[src/pkg/xfer_pkg.sv]
package xfer_pkg;

   // instruction classes presented by the fetch/decode stage
   typedef enum logic [4:0] {
      op_nop,
      op_indirect_load,
      op_displaced_load,
      op_direct_load,
      op_indirect_store,
      op_displaced_store,
      op_direct_store,
      op_program_memory_read,
      op_program_memory_write,
      op_io_in,
      op_io_out,
      op_push,
      op_pop,
      op_sleep,
      op_watchdog_restart,
      op_break
   } xfer_op_e;

   // pointer pair select: first, second, third
   localparam logic [1:0] PTR_FIRST  = 2'h0;
   localparam logic [1:0] PTR_SECOND = 2'h1;
   localparam logic [1:0] PTR_THIRD  = 2'h2;

   // addressing mode of the indirect forms
   localparam logic [1:0] MODE_PLAIN = 2'h0;
   localparam logic [1:0] MODE_POST  = 2'h1;
   localparam logic [1:0] MODE_PRE   = 2'h2;

   localparam int unsigned ADDR_W     = 16;
   localparam int unsigned DISP_W     = 6;
   localparam int unsigned REG_IDX_W  = 5;
   localparam int unsigned IO_ADDR_W  = 6;

   localparam logic [4:0]  REG_ZERO   = 5'h00;
   localparam logic [15:0] PTR_RESET  = 16'h0000;
   localparam logic [15:0] SP_RESET   = 16'h08ff;

   // cycle counts per class
   localparam logic [1:0] CYC_DATA = 2'h2;
   localparam logic [1:0] CYC_PROG = 2'h3;
   localparam logic [1:0] CYC_ONE  = 2'h1;

endpackage : xfer_pkg

[src/data_transfer_instruction_unit.sv]
`timescale 1ns/10ps
// Summary of operation
// - pre-decrement load: decrement, then load, 2 cycles
// - post-increment load: load, then increment, 2 cycles
// - displaced load: pointer plus offset, 2 cycles
// - direct load from instruction address, 2 cycles
// - post-increment store: write, then increment, 2 cycles
// - pre-decrement store: decrement, then write, 2 cycles
// - displaced store: pointer plus offset, 2 cycles
// - direct store to instruction address, 2 cycles
// - program read via third pointer, 3 cycles
// - I/O in and out in 1 cycle
// - push source register, 2 cycles
// - pop into destination register, 2 cycles
// - sleep: 1 cycle, signal sleep function
// - watchdog restart: 1 cycle, restart pulse
// - break acts only for on-chip debug
module data_transfer_instruction_unit
   import xfer_pkg::*;
(
   input  wire logic                 i_sys_clk,
   input  wire logic                 i_rst_b,
   // instruction issue
   input  wire logic                 i_start,
   input  wire xfer_op_e             i_op,
   input  wire logic [1:0]           i_ptr_sel,
   input  wire logic [1:0]           i_mode,
   input  wire logic [5:0]           i_disp,
   input  wire logic [15:0]          i_direct_addr,
   input  wire logic [5:0]           i_io_addr,
   input  wire logic [4:0]           i_reg_idx,
   input  wire logic [7:0]           i_source_register,
   input  wire logic [15:0]          i_word_pair,
   input  wire logic                 i_debug_enable,
   output logic                      o_busy,
   output logic                      o_done,
   // register file write-back
   output logic                      o_rf_we,
   output logic [4:0]                o_rf_idx,
   output logic [7:0]                o_rf_data,
   // data memory
   output logic                      o_dm_re,
   output logic                      o_dm_we,
   output logic [15:0]               o_dm_addr,
   output logic [7:0]                o_dm_wdata,
   input  wire logic [7:0]           i_dm_rdata,
   // program memory
   output logic                      o_pm_re,
   output logic                      o_pm_we,
   output logic [15:0]               o_pm_addr,
   output logic [15:0]               o_pm_wdata,
   input  wire logic [7:0]           i_pm_rdata,
   input  wire logic                 i_pm_write_done,
   // I/O space
   output logic                      o_io_re,
   output logic                      o_io_we,
   output logic [5:0]                o_io_addr,
   output logic [7:0]                o_io_wdata,
   input  wire logic [7:0]           i_io_rdata,
   // processor control
   output logic                      o_sleep_req,
   output logic                      o_watchdog_restart,
   output logic                      o_break_req,
   output logic [15:0]               o_ptr_first,
   output logic [15:0]               o_ptr_second,
   output logic [15:0]               o_ptr_third,
   output logic [15:0]               o_stack_ptr
);

   ////////////////////////////////////////////////////////////////////////////
   typedef enum logic [1:0] {
      st_idle,
      st_access,
      st_finish,
      st_pm_wait
   } phase_e;

   typedef struct packed {
      phase_e      phase;
      xfer_op_e    op;
      logic [1:0]  ptr_sel;
      logic [1:0]  mode;
      logic [4:0]  reg_idx;
      logic [15:0] addr;
      logic [7:0]  wdata;
      logic [15:0] sp;
      logic        done;
      logic        rf_we;
      logic [7:0]  rf_data;
      logic        sleep_req;
      logic        wd_restart;
      logic        break_req;
   } unit_state_s;

   unit_state_s state;
   unit_state_s next_state;

   logic [2:0]  ptr_inc;
   logic [2:0]  ptr_dec;
   logic [15:0] ptr_val [3];
   logic [15:0] sel_ptr;

   ////////////////////////////////////////////////////////////////////////////
   // pointer pairs as whole 16-bit words
   genvar g;
   generate
      for (g = 0; g < 3; g++)
      begin : gen_ptr
         pointer_pair u_ptr (
            .i_sys_clk    (i_sys_clk),
            .i_rst_b      (i_rst_b),
            .i_inc        (ptr_inc[g]),
            .i_dec        (ptr_dec[g]),
            .i_load       (1'b0),
            .i_load_value (PTR_RESET),
            .o_value      (ptr_val[g])
         );
      end
   endgenerate

   always_comb
   begin
      case (i_ptr_sel)
         PTR_FIRST:  sel_ptr = ptr_val[0];
         PTR_SECOND: sel_ptr = ptr_val[1];
         default:    sel_ptr = ptr_val[2];
      endcase
   end

   ////////////////////////////////////////////////////////////////////////////
   // cycle 1 computes the address (and pre-decrement), cycle 2 accesses memory
   always_comb
   begin
      next_state            = state;
      next_state.done       = 1'b0;
      next_state.rf_we      = 1'b0;
      next_state.sleep_req  = 1'b0;
      next_state.wd_restart = 1'b0;
      next_state.break_req  = 1'b0;
      ptr_inc               = 3'h0;
      ptr_dec               = 3'h0;
      case (state.phase)
         st_idle:
         begin
            if (i_start)
            begin
               next_state.op      = i_op;
               next_state.ptr_sel = i_ptr_sel;
               next_state.mode    = i_mode;
               next_state.reg_idx = i_reg_idx;
               next_state.wdata   = i_source_register;
               case (i_op)
                  op_indirect_load, op_indirect_store:
                  begin
                     if (i_mode == MODE_PRE)
                     begin
                        // address is the decremented pointer
                        next_state.addr = sel_ptr - 16'h0001;
                        ptr_dec[i_ptr_sel] = 1'b1;
                     end
                     else
                     begin
                        next_state.addr = sel_ptr;
                     end
                     next_state.phase = st_access;
                  end
                  op_displaced_load, op_displaced_store:
                  begin
                     // only second/third pointers carry a displacement
                     next_state.addr  = ((i_ptr_sel == PTR_SECOND) ? ptr_val[1] : ptr_val[2])
                                        + {10'h000, i_disp};
                     next_state.phase = st_access;
                  end
                  op_direct_load, op_direct_store:
                  begin
                     next_state.addr  = i_direct_addr;
                     next_state.phase = st_access;
                  end
                  op_push:
                  begin
                     next_state.addr  = state.sp;
                     next_state.sp    = state.sp - 16'h0001;
                     next_state.phase = st_access;
                  end
                  op_pop:
                  begin
                     next_state.sp    = state.sp + 16'h0001;
                     next_state.addr  = state.sp + 16'h0001;
                     next_state.phase = st_access;
                  end
                  op_program_memory_read:
                  begin
                     next_state.addr    = ptr_val[2];
                     next_state.ptr_sel = PTR_THIRD;
                     next_state.phase   = st_access;
                  end
                  op_program_memory_write:
                  begin
                     next_state.addr  = ptr_val[2];
                     next_state.phase = st_pm_wait;
                  end
                  op_io_in:
                  begin
                     next_state.rf_we   = 1'b1;
                     next_state.rf_data = i_io_rdata;
                     next_state.done    = 1'b1;
                  end
                  op_io_out:
                  begin
                     next_state.done = 1'b1;
                  end
                  op_sleep:
                  begin
                     next_state.sleep_req = 1'b1;
                     next_state.done      = 1'b1;
                  end
                  op_watchdog_restart:
                  begin
                     next_state.wd_restart = 1'b1;
                     next_state.done       = 1'b1;
                  end
                  op_break:
                  begin
                     next_state.break_req = i_debug_enable;
                     next_state.done      = 1'b1;
                  end
                  default:
                  begin
                     next_state.done = 1'b1;
                  end
               endcase
            end
         end
         st_access:
         begin
            if (state.op == op_program_memory_read)
            begin
               // third cycle for program memory latency
               next_state.phase = st_finish;
            end
            else
            begin
               case (state.op)
                  op_indirect_load, op_displaced_load, op_direct_load, op_pop:
                  begin
                     next_state.rf_we   = 1'b1;
                     next_state.rf_data = i_dm_rdata;
                  end
                  default:
                  begin
                     next_state.rf_we = 1'b0;
                  end
               endcase
               if ((state.op == op_indirect_load || state.op == op_indirect_store) && state.mode == MODE_POST)
               begin
                  ptr_inc[state.ptr_sel] = 1'b1;
               end
               next_state.done  = 1'b1;
               next_state.phase = st_idle;
            end
         end
         st_finish:
         begin
            next_state.rf_we   = 1'b1;
            next_state.rf_data = i_pm_rdata;
            if (state.mode == MODE_POST)
            begin
               ptr_inc[2] = 1'b1;
            end
            next_state.done  = 1'b1;
            next_state.phase = st_idle;
         end
         st_pm_wait:
         begin
            // duration set by the memory, not by this unit
            if (i_pm_write_done)
            begin
               next_state.done  = 1'b1;
               next_state.phase = st_idle;
            end
         end
         default:
         begin
            next_state.phase = st_idle;
         end
      endcase
   end

   always_ff @(posedge i_sys_clk or negedge i_rst_b)
   begin
      if (!i_rst_b)
      begin
         state <= '{phase: st_idle, op: op_nop, sp: SP_RESET, default: '0};
      end
      else
      begin
         state <= next_state;
      end
   end

   ////////////////////////////////////////////////////////////////////////////
   // no status-flag port at all: nothing here can touch flags
   logic in_access;
   assign in_access = (state.phase == st_access);

   assign o_busy             = (state.phase != st_idle);
   assign o_done             = state.done;
   assign o_rf_we            = state.rf_we;
   assign o_rf_idx           = state.reg_idx;
   assign o_rf_data          = state.rf_data;
   assign o_dm_re            = in_access && (state.op == op_indirect_load || state.op == op_displaced_load
                                || state.op == op_direct_load || state.op == op_pop);
   assign o_dm_we            = in_access && (state.op == op_indirect_store || state.op == op_displaced_store
                                || state.op == op_direct_store || state.op == op_push);
   assign o_dm_addr          = state.addr;
   assign o_dm_wdata         = state.wdata;
   assign o_pm_re            = in_access && (state.op == op_program_memory_read);
   assign o_pm_we            = (state.phase == st_pm_wait);
   assign o_pm_addr          = state.addr;
   assign o_pm_wdata         = i_word_pair;
   assign o_io_re            = (state.phase == st_idle) && i_start && (i_op == op_io_in);
   assign o_io_we            = (state.phase == st_idle) && i_start && (i_op == op_io_out);
   assign o_io_addr          = i_io_addr;
   assign o_io_wdata         = i_source_register;
   assign o_sleep_req        = state.sleep_req;
   assign o_watchdog_restart = state.wd_restart;
   assign o_break_req        = state.break_req;
   assign o_ptr_first        = ptr_val[0];
   assign o_ptr_second       = ptr_val[1];
   assign o_ptr_third        = ptr_val[2];
   assign o_stack_ptr        = state.sp;

endmodule : data_transfer_instruction_unit

[src/pointer_pair.sv]
`timescale 1ns/10ps
// one 16-bit pointer pair, stepped as a whole word
module pointer_pair
   import xfer_pkg::*;
(
   input  wire logic              i_sys_clk,
   input  wire logic              i_rst_b,
   input  wire logic              i_inc,
   input  wire logic              i_dec,
   input  wire logic              i_load,
   input  wire logic [15:0]       i_load_value,
   output logic      [15:0]       o_value
);

   typedef struct packed {
      logic [15:0] value;
   } ptr_state_s;

   ptr_state_s state;
   ptr_state_s next_state;

   always_comb
   begin
      next_state = state;
      if (i_load)
      begin
         next_state.value = i_load_value;
      end
      else if (i_inc)
      begin
         next_state.value = state.value + 16'h0001;
      end
      else if (i_dec)
      begin
         next_state.value = state.value - 16'h0001;
      end
   end

   always_ff @(posedge i_sys_clk or negedge i_rst_b)
   begin
      if (!i_rst_b)
      begin
         state <= '{value: PTR_RESET};
      end
      else
      begin
         state <= next_state;
      end
   end

   assign o_value = state.value;

endmodule : pointer_pair

[config.mk]
export PLATFORM = sky130hd
export DESIGN_NAME = data_transfer_instruction_unit
export DESIGN_NICKNAME = d
export VERILOG_FILES = /design/src/pkg/xfer_pkg.sv /design/src/data_transfer_instruction_unit.sv /design/src/pointer_pair.sv
export SDC_FILE = /design/constraint.sdc
export NUM_CORES = 1
export LEC_CHECK = 0
export BUFFER_PORTS_ARGS = -buffer_cell sky130_fd_sc_hd__clkbuf_2
export CAP_MARGIN = 10
export CORE_MARGIN = 1.5
export CORE_UTILIZATION = 30
export CTS_CLUSTER_SIZE = 14
export DETAILED_ROUTE_END_ITERATION = 16
export SYNTH_ARGS = -nofsm -noshare
export SYNTH_HDL_FRONTEND = slang
export SYNTH_HIERARCHICAL = 1
export SYNTH_SLANG_ARGS = --single-unit
[constraint.sdc]
create_clock -name i_sys_clk -period 4.9 [get_ports i_sys_clk]
set_clock_uncertainty 0.15 [all_clocks]
set_input_delay 0 -clock i_sys_clk [delete_from_list [all_inputs] [get_ports i_sys_clk]]
set_output_delay 0 -clock i_sys_clk [all_outputs]
set_load 0.05 [all_outputs]
==> results.md <==
* Status: complete, but fails checks
* Violations in the final reports: hold timing
* Clk network pwr share at 0.222
* Post-detail-place hpwl at 26800 um
* Count of buffers from port buffering at 209
* Per-instance average area after synthesis at 8.52 um^2
* Total clock buffers created by CTS at 17
* Part of the total power dissipated in sequential elements at 0.286
* Setup crit start kind: flop
* Combinational cell fraction of total power at 0.492
* Vertical die dimension at 191 um
* Max-slew headroom at the worst pin at 0.202
* Number of levels in the clock H-tree at 4
* Sw Pwr at 3.00 mW
* Met3 wirelength from detailed routing at 2830 um
* Global-route total usage across every layer at 0.194
* Highest routing layer actually used: met5
* Largest stage delay on the critical path at 450 ps
* # setup viols final at 0
* Seq cells post-synth at 117
* Slew at the pin closest to its max-slew limit at 1190 ps
* Die ar. at 36600 um^2
* Crit path required time at 5060 ps
* Data arrival time at the worst-slack endpoint at 4500 ps
* Flip-flop cell with the highest count after synthesis: sky130_fd_sc_hd__dfrtp_1
* Most area-hungry cell type in the Yosys netlist: sky130_fd_sc_hd__dfrtp_1
* Total wirelength of the detailed-routed design at 35800 um
* Hold Worst Slack at -6.74 ps
* Setup total negative slack at 0 ps
* Layout overhead on the synthesized area at 21.8%
* Mean routed wirelength per cell at 18.5 um
* NumNets Final at 1619
* Maximum frequency from static timing analysis at 231 MHz
* Pin count of the biggest net entering global routing at 46
* Max-slew violations at 0
* Mapped Area at 10700 um^2
* Proportion of netlist area held by the largest area contributor at 0.254
* Wire length on met2 at 16300 um
* Total power of the final layout at 5.95 mW
* Cell family with the largest share of critical-path delay: compound AO/OA/AOI/OAI gates
* Switching Fraction at 0.505
* Max_cap viols at 0
* Post-detailed-route via-to-cell ratio at 5.24
* Sequential cell area fraction in the yosys report at 0.276
* Cell row count at 68
* CTS hold repair buffers at 83
* Post-Synthesis Cells at 1250
* Placer's final routability congestion estimate at 0.888
* Chip width at 191 um
* Setup fix buffers added after clock tree synthesis at 0
* Cell area after layout at 13000 um^2
* Cell with the biggest individual delay on the critical path: sky130_fd_sc_hd__o31a_1
* Minimum clock period after layout at 4330 ps
* Antenna Nets Post-Route at 0
* Period utilization at 0.884
* Ranking of synthesized cells by area: sky130_fd_sc_hd__dfrtp_1, sky130_fd_sc_hd__buf_4, sky130_fd_sc_hd__ha_1
* Critical path, cell by cell: inv_1, ha_1, o31a_1, nand4_1, nor3b_1, buf_4, inv_1, ha_1, a2111oi_0, o21ai_1, a21boi_2, xor2_1, o21ai_0, mux2_2
* Number of hold violations in the final report at 6
* Total DRC errors in the routed layout at 0
* Max Buffers Root-to-Sink at 2
* Endpoint type of the worst setup path: flop
* Drt first-iter violations at 861
* Final global-route overflow total at 0
* Clock root buffer master: sky130_fd_sc_hd__clkbuf_16
* Internal Dissipation at 2.95 mW
* Met1 routed wirelength after detailed routing at 16100 um
* Placed Area at 11500 um^2
* Count of synthesis-stage warnings from yosys at 6
* HP Class: input pin to asynchronous set/reset pin
* IR drop worst, VDD at 0.000430 V
* Sinks on Clock Net at 117
* Share of final-layout standard cells stronger than drive strength 1 at 0.234
* Top Ports at 254
* Drt first pass iters at 5
* Antenna diodes at 0
* Starting Density at 0.307
* Path type of the worst setup path: flop to flop
* Number of library cell types mapped by synthesis at 76
* Post-CTS resize count at 0
* CTS tree: yes
* CTS clk-pin slew, worst paths at 60 ps
* Worst Path Max Fanout at 15
* Buffers plus inverters on the worst setup path at 3
* Clock latency on the worst-skew pair at 440 ps
* First-pass GRT wire length at 54600 um
* Core ar. at 34700 um^2
* RSZ-0062 raised after global routing: no
* Share of flip-flops with an asynchronous set or reset after synthesis at 1.00
* Number of enable flip-flop cells after synthesis at 0
* Static leakage at 5.57 nW
* Number of antenna violations at the first check in global routing at 1
* Areal power density over the cells at 459 nW/um^2
* DR vias at 10100
* Via count of the first global-routing pass at 9549
==> cell usage after synthesis (5+ instances only) <==
library cell                count
sky130_fd_sc_hd__nor2_1       111
sky130_fd_sc_hd__dfrtp_1      108
sky130_fd_sc_hd__nand2_1      102
sky130_fd_sc_hd__buf_4        100
sky130_fd_sc_hd__a21oi_1       82
sky130_fd_sc_hd__o21ai_0       71
sky130_fd_sc_hd__ha_1          56
sky130_fd_sc_hd__mux2_2        49
sky130_fd_sc_hd__clkbuf_1      46
sky130_fd_sc_hd__xnor2_1       46
sky130_fd_sc_hd__inv_1         35
sky130_fd_sc_hd__xor2_1        35
sky130_fd_sc_hd__nor3_1        30
sky130_fd_sc_hd__mux2i_1       27
sky130_fd_sc_hd__a21o_1        23
sky130_fd_sc_hd__nand3_1       21
sky130_fd_sc_hd__a222oi_1      20
sky130_fd_sc_hd__nor2b_1       18
sky130_fd_sc_hd__a211oi_1      16
sky130_fd_sc_hd__a221oi_1      13
sky130_fd_sc_hd__nand2b_1      13
sky130_fd_sc_hd__o211ai_1      13
sky130_fd_sc_hd__o31ai_1       13
sky130_fd_sc_hd__a31oi_1       12
sky130_fd_sc_hd__nand4_1       12
sky130_fd_sc_hd__buf_2          9
sky130_fd_sc_hd__dfstp_2        9
sky130_fd_sc_hd__o21a_1         9
sky130_fd_sc_hd__a41oi_1        8
sky130_fd_sc_hd__and2_1         7
sky130_fd_sc_hd__nor3b_1        7
sky130_fd_sc_hd__nor4_1         7
sky130_fd_sc_hd__nor4b_1        7
sky130_fd_sc_hd__o21ai_1        7
sky130_fd_sc_hd__o21bai_1       7
sky130_fd_sc_hd__or2_2          7
sky130_fd_sc_hd__a2111oi_0      5
sky130_fd_sc_hd__a32oi_1        5
sky130_fd_sc_hd__mux2i_2        5
sky130_fd_sc_hd__o31a_1         5
==> worst register-to-register path, cell delays in order (launching register included) <==
cell	delay [ps]
sky130_fd_sc_hd__dfrtp_1	420
sky130_fd_sc_hd__inv_1	100
sky130_fd_sc_hd__ha_1	180
sky130_fd_sc_hd__o31a_1	450
sky130_fd_sc_hd__nand4_1	240
sky130_fd_sc_hd__nor3b_1	290
sky130_fd_sc_hd__buf_4	210
sky130_fd_sc_hd__inv_1	260
sky130_fd_sc_hd__ha_1	450
sky130_fd_sc_hd__a2111oi_0	430
sky130_fd_sc_hd__o21ai_1	210
sky130_fd_sc_hd__a21boi_2	290
sky130_fd_sc_hd__xor2_1	170
sky130_fd_sc_hd__o21ai_0	80
sky130_fd_sc_hd__mux2_2	290
==> cell type report <==
| class | instances | area, um^2 |
|---|---|---|
| Clock buffer | 20 | 447 |
| Timing Repair Buffer | 303 | 1960 |
| Clock inverter | 12 | 154 |
| Sequential cell | 117 | 2940 |
| Inverter | 36 | 135 |
| Fill cell | 3564 | 21700 |
| Tap cell | 455 | 569 |
| Multi-Input combinational cell | 989 | 6770 |
==> layout by cell type (no fill, tap or decap), types with 8 or more instances in the layout <==
master                          count
sky130_fd_sc_hd__a21oi_1           82
sky130_fd_sc_hd__dlygate4sd3_1     83
sky130_fd_sc_hd__conb_1            54
sky130_fd_sc_hd__o21a_1             9
sky130_fd_sc_hd__nand2b_1          13
sky130_fd_sc_hd__mux2_2            49
sky130_fd_sc_hd__nor2b_1           18
sky130_fd_sc_hd__o211ai_1          13
sky130_fd_sc_hd__o31ai_1           13
sky130_fd_sc_hd__a21o_1            23
sky130_fd_sc_hd__a211oi_1          16
sky130_fd_sc_hd__xor2_1            35
sky130_fd_sc_hd__ha_1              56
sky130_fd_sc_hd__clkbuf_2         208
sky130_fd_sc_hd__o21ai_0           71
sky130_fd_sc_hd__nor2_1           110
sky130_fd_sc_hd__dfstp_2            9
sky130_fd_sc_hd__clkbuf_16         17
sky130_fd_sc_hd__a41oi_1            8
sky130_fd_sc_hd__nor3_1            29
sky130_fd_sc_hd__a222oi_1          20
sky130_fd_sc_hd__inv_1             35
sky130_fd_sc_hd__nand3_1           21
sky130_fd_sc_hd__buf_4             12
sky130_fd_sc_hd__a31oi_1           12
sky130_fd_sc_hd__nand4_1           12
sky130_fd_sc_hd__mux2i_1           27
sky130_fd_sc_hd__a221oi_1          13
sky130_fd_sc_hd__nand2_1          102
sky130_fd_sc_hd__dfrtp_1          108
sky130_fd_sc_hd__xnor2_1           46
==> through the flow <==
step	std cells	utilization	worst slack [ps]
finish	1932	0.374	566
global placement	1817	0.333	550
floorplan	1303	-	945
global route	1932	0.374	119
CTS	1932	0.374	510
detailed placement	1817	0.333	538
==> sequential cells by signal, summed over array words and instances (netlist names) <==
signal	flops
gen_ptr.u_ptr/o_value	48
o_dm_addr	16
o_stack_ptr	16
state	11
o_dm_wdata	8
o_rf_data	8
o_rf_idx	5
o_break_req	1
o_done	1
o_rf_we	1
o_sleep_req	1
o_watchdog_restart	1
==> cell families (layout without fill, tap and decap cells) <==
| family | count (synthesis) | after routing | share of synthesized area |
|---|---|---|---|
| compound gates | 343 | 343 | 0.219 |
| xor+xnor | 81 | 81 | 0.0666 |
| fa+ha+maj | 60 | 60 | 0.0733 |
| buf+inv | 197 | 371 | 0.108 |
| flops | 117 | 117 | 0.276 |
| mux | 84 | 84 | 0.0875 |
| other cells | 1 | 54 | 0.000352 |
| simple gates | 367 | 367 | 0.170 |
==> worst paths after layout <==
path	start	to	slack, ps	depth (start not counted)
max	state[68]	gen_ptr[1].u_ptr/o_value[11]	570	14
min	i_rst_b	gen_ptr[1].u_ptr/o_value[6]	-7	2
max reg2reg	state[68]	gen_ptr[1].u_ptr/o_value[11]	570	14
min reg2reg	o_rf_data[2]	o_rf_data[2]	330	2
max in group asynchronous	i_rst_b	o_stack_ptr[5]	3610	3
min in group i_sys_clk	i_direct_addr[12]	o_dm_addr[12]	60	5
==> power groups by stage <==
stage          clock network [mW]  logic [mW]  registers (mW)
4_1_cts                      1.35        2.93            1.70
3_3_place_gp                    0        2.78            1.71
5_1_grt                      1.39        3.14            1.75
3_5_place_dp                    0        2.81            1.72
2_1_floorplan                   0        2.58            1.63
6_report                     1.32        2.93            1.70
==> layer usage <==
metal,global-route usage,vias to the layer above
met3,0.0420,32
met2,0.311,409
met1,0.262,4810
met4,0.0559,2
li1,-,4874
met5,0,-
No activity file was read; power rests on OpenSTA's default activity.
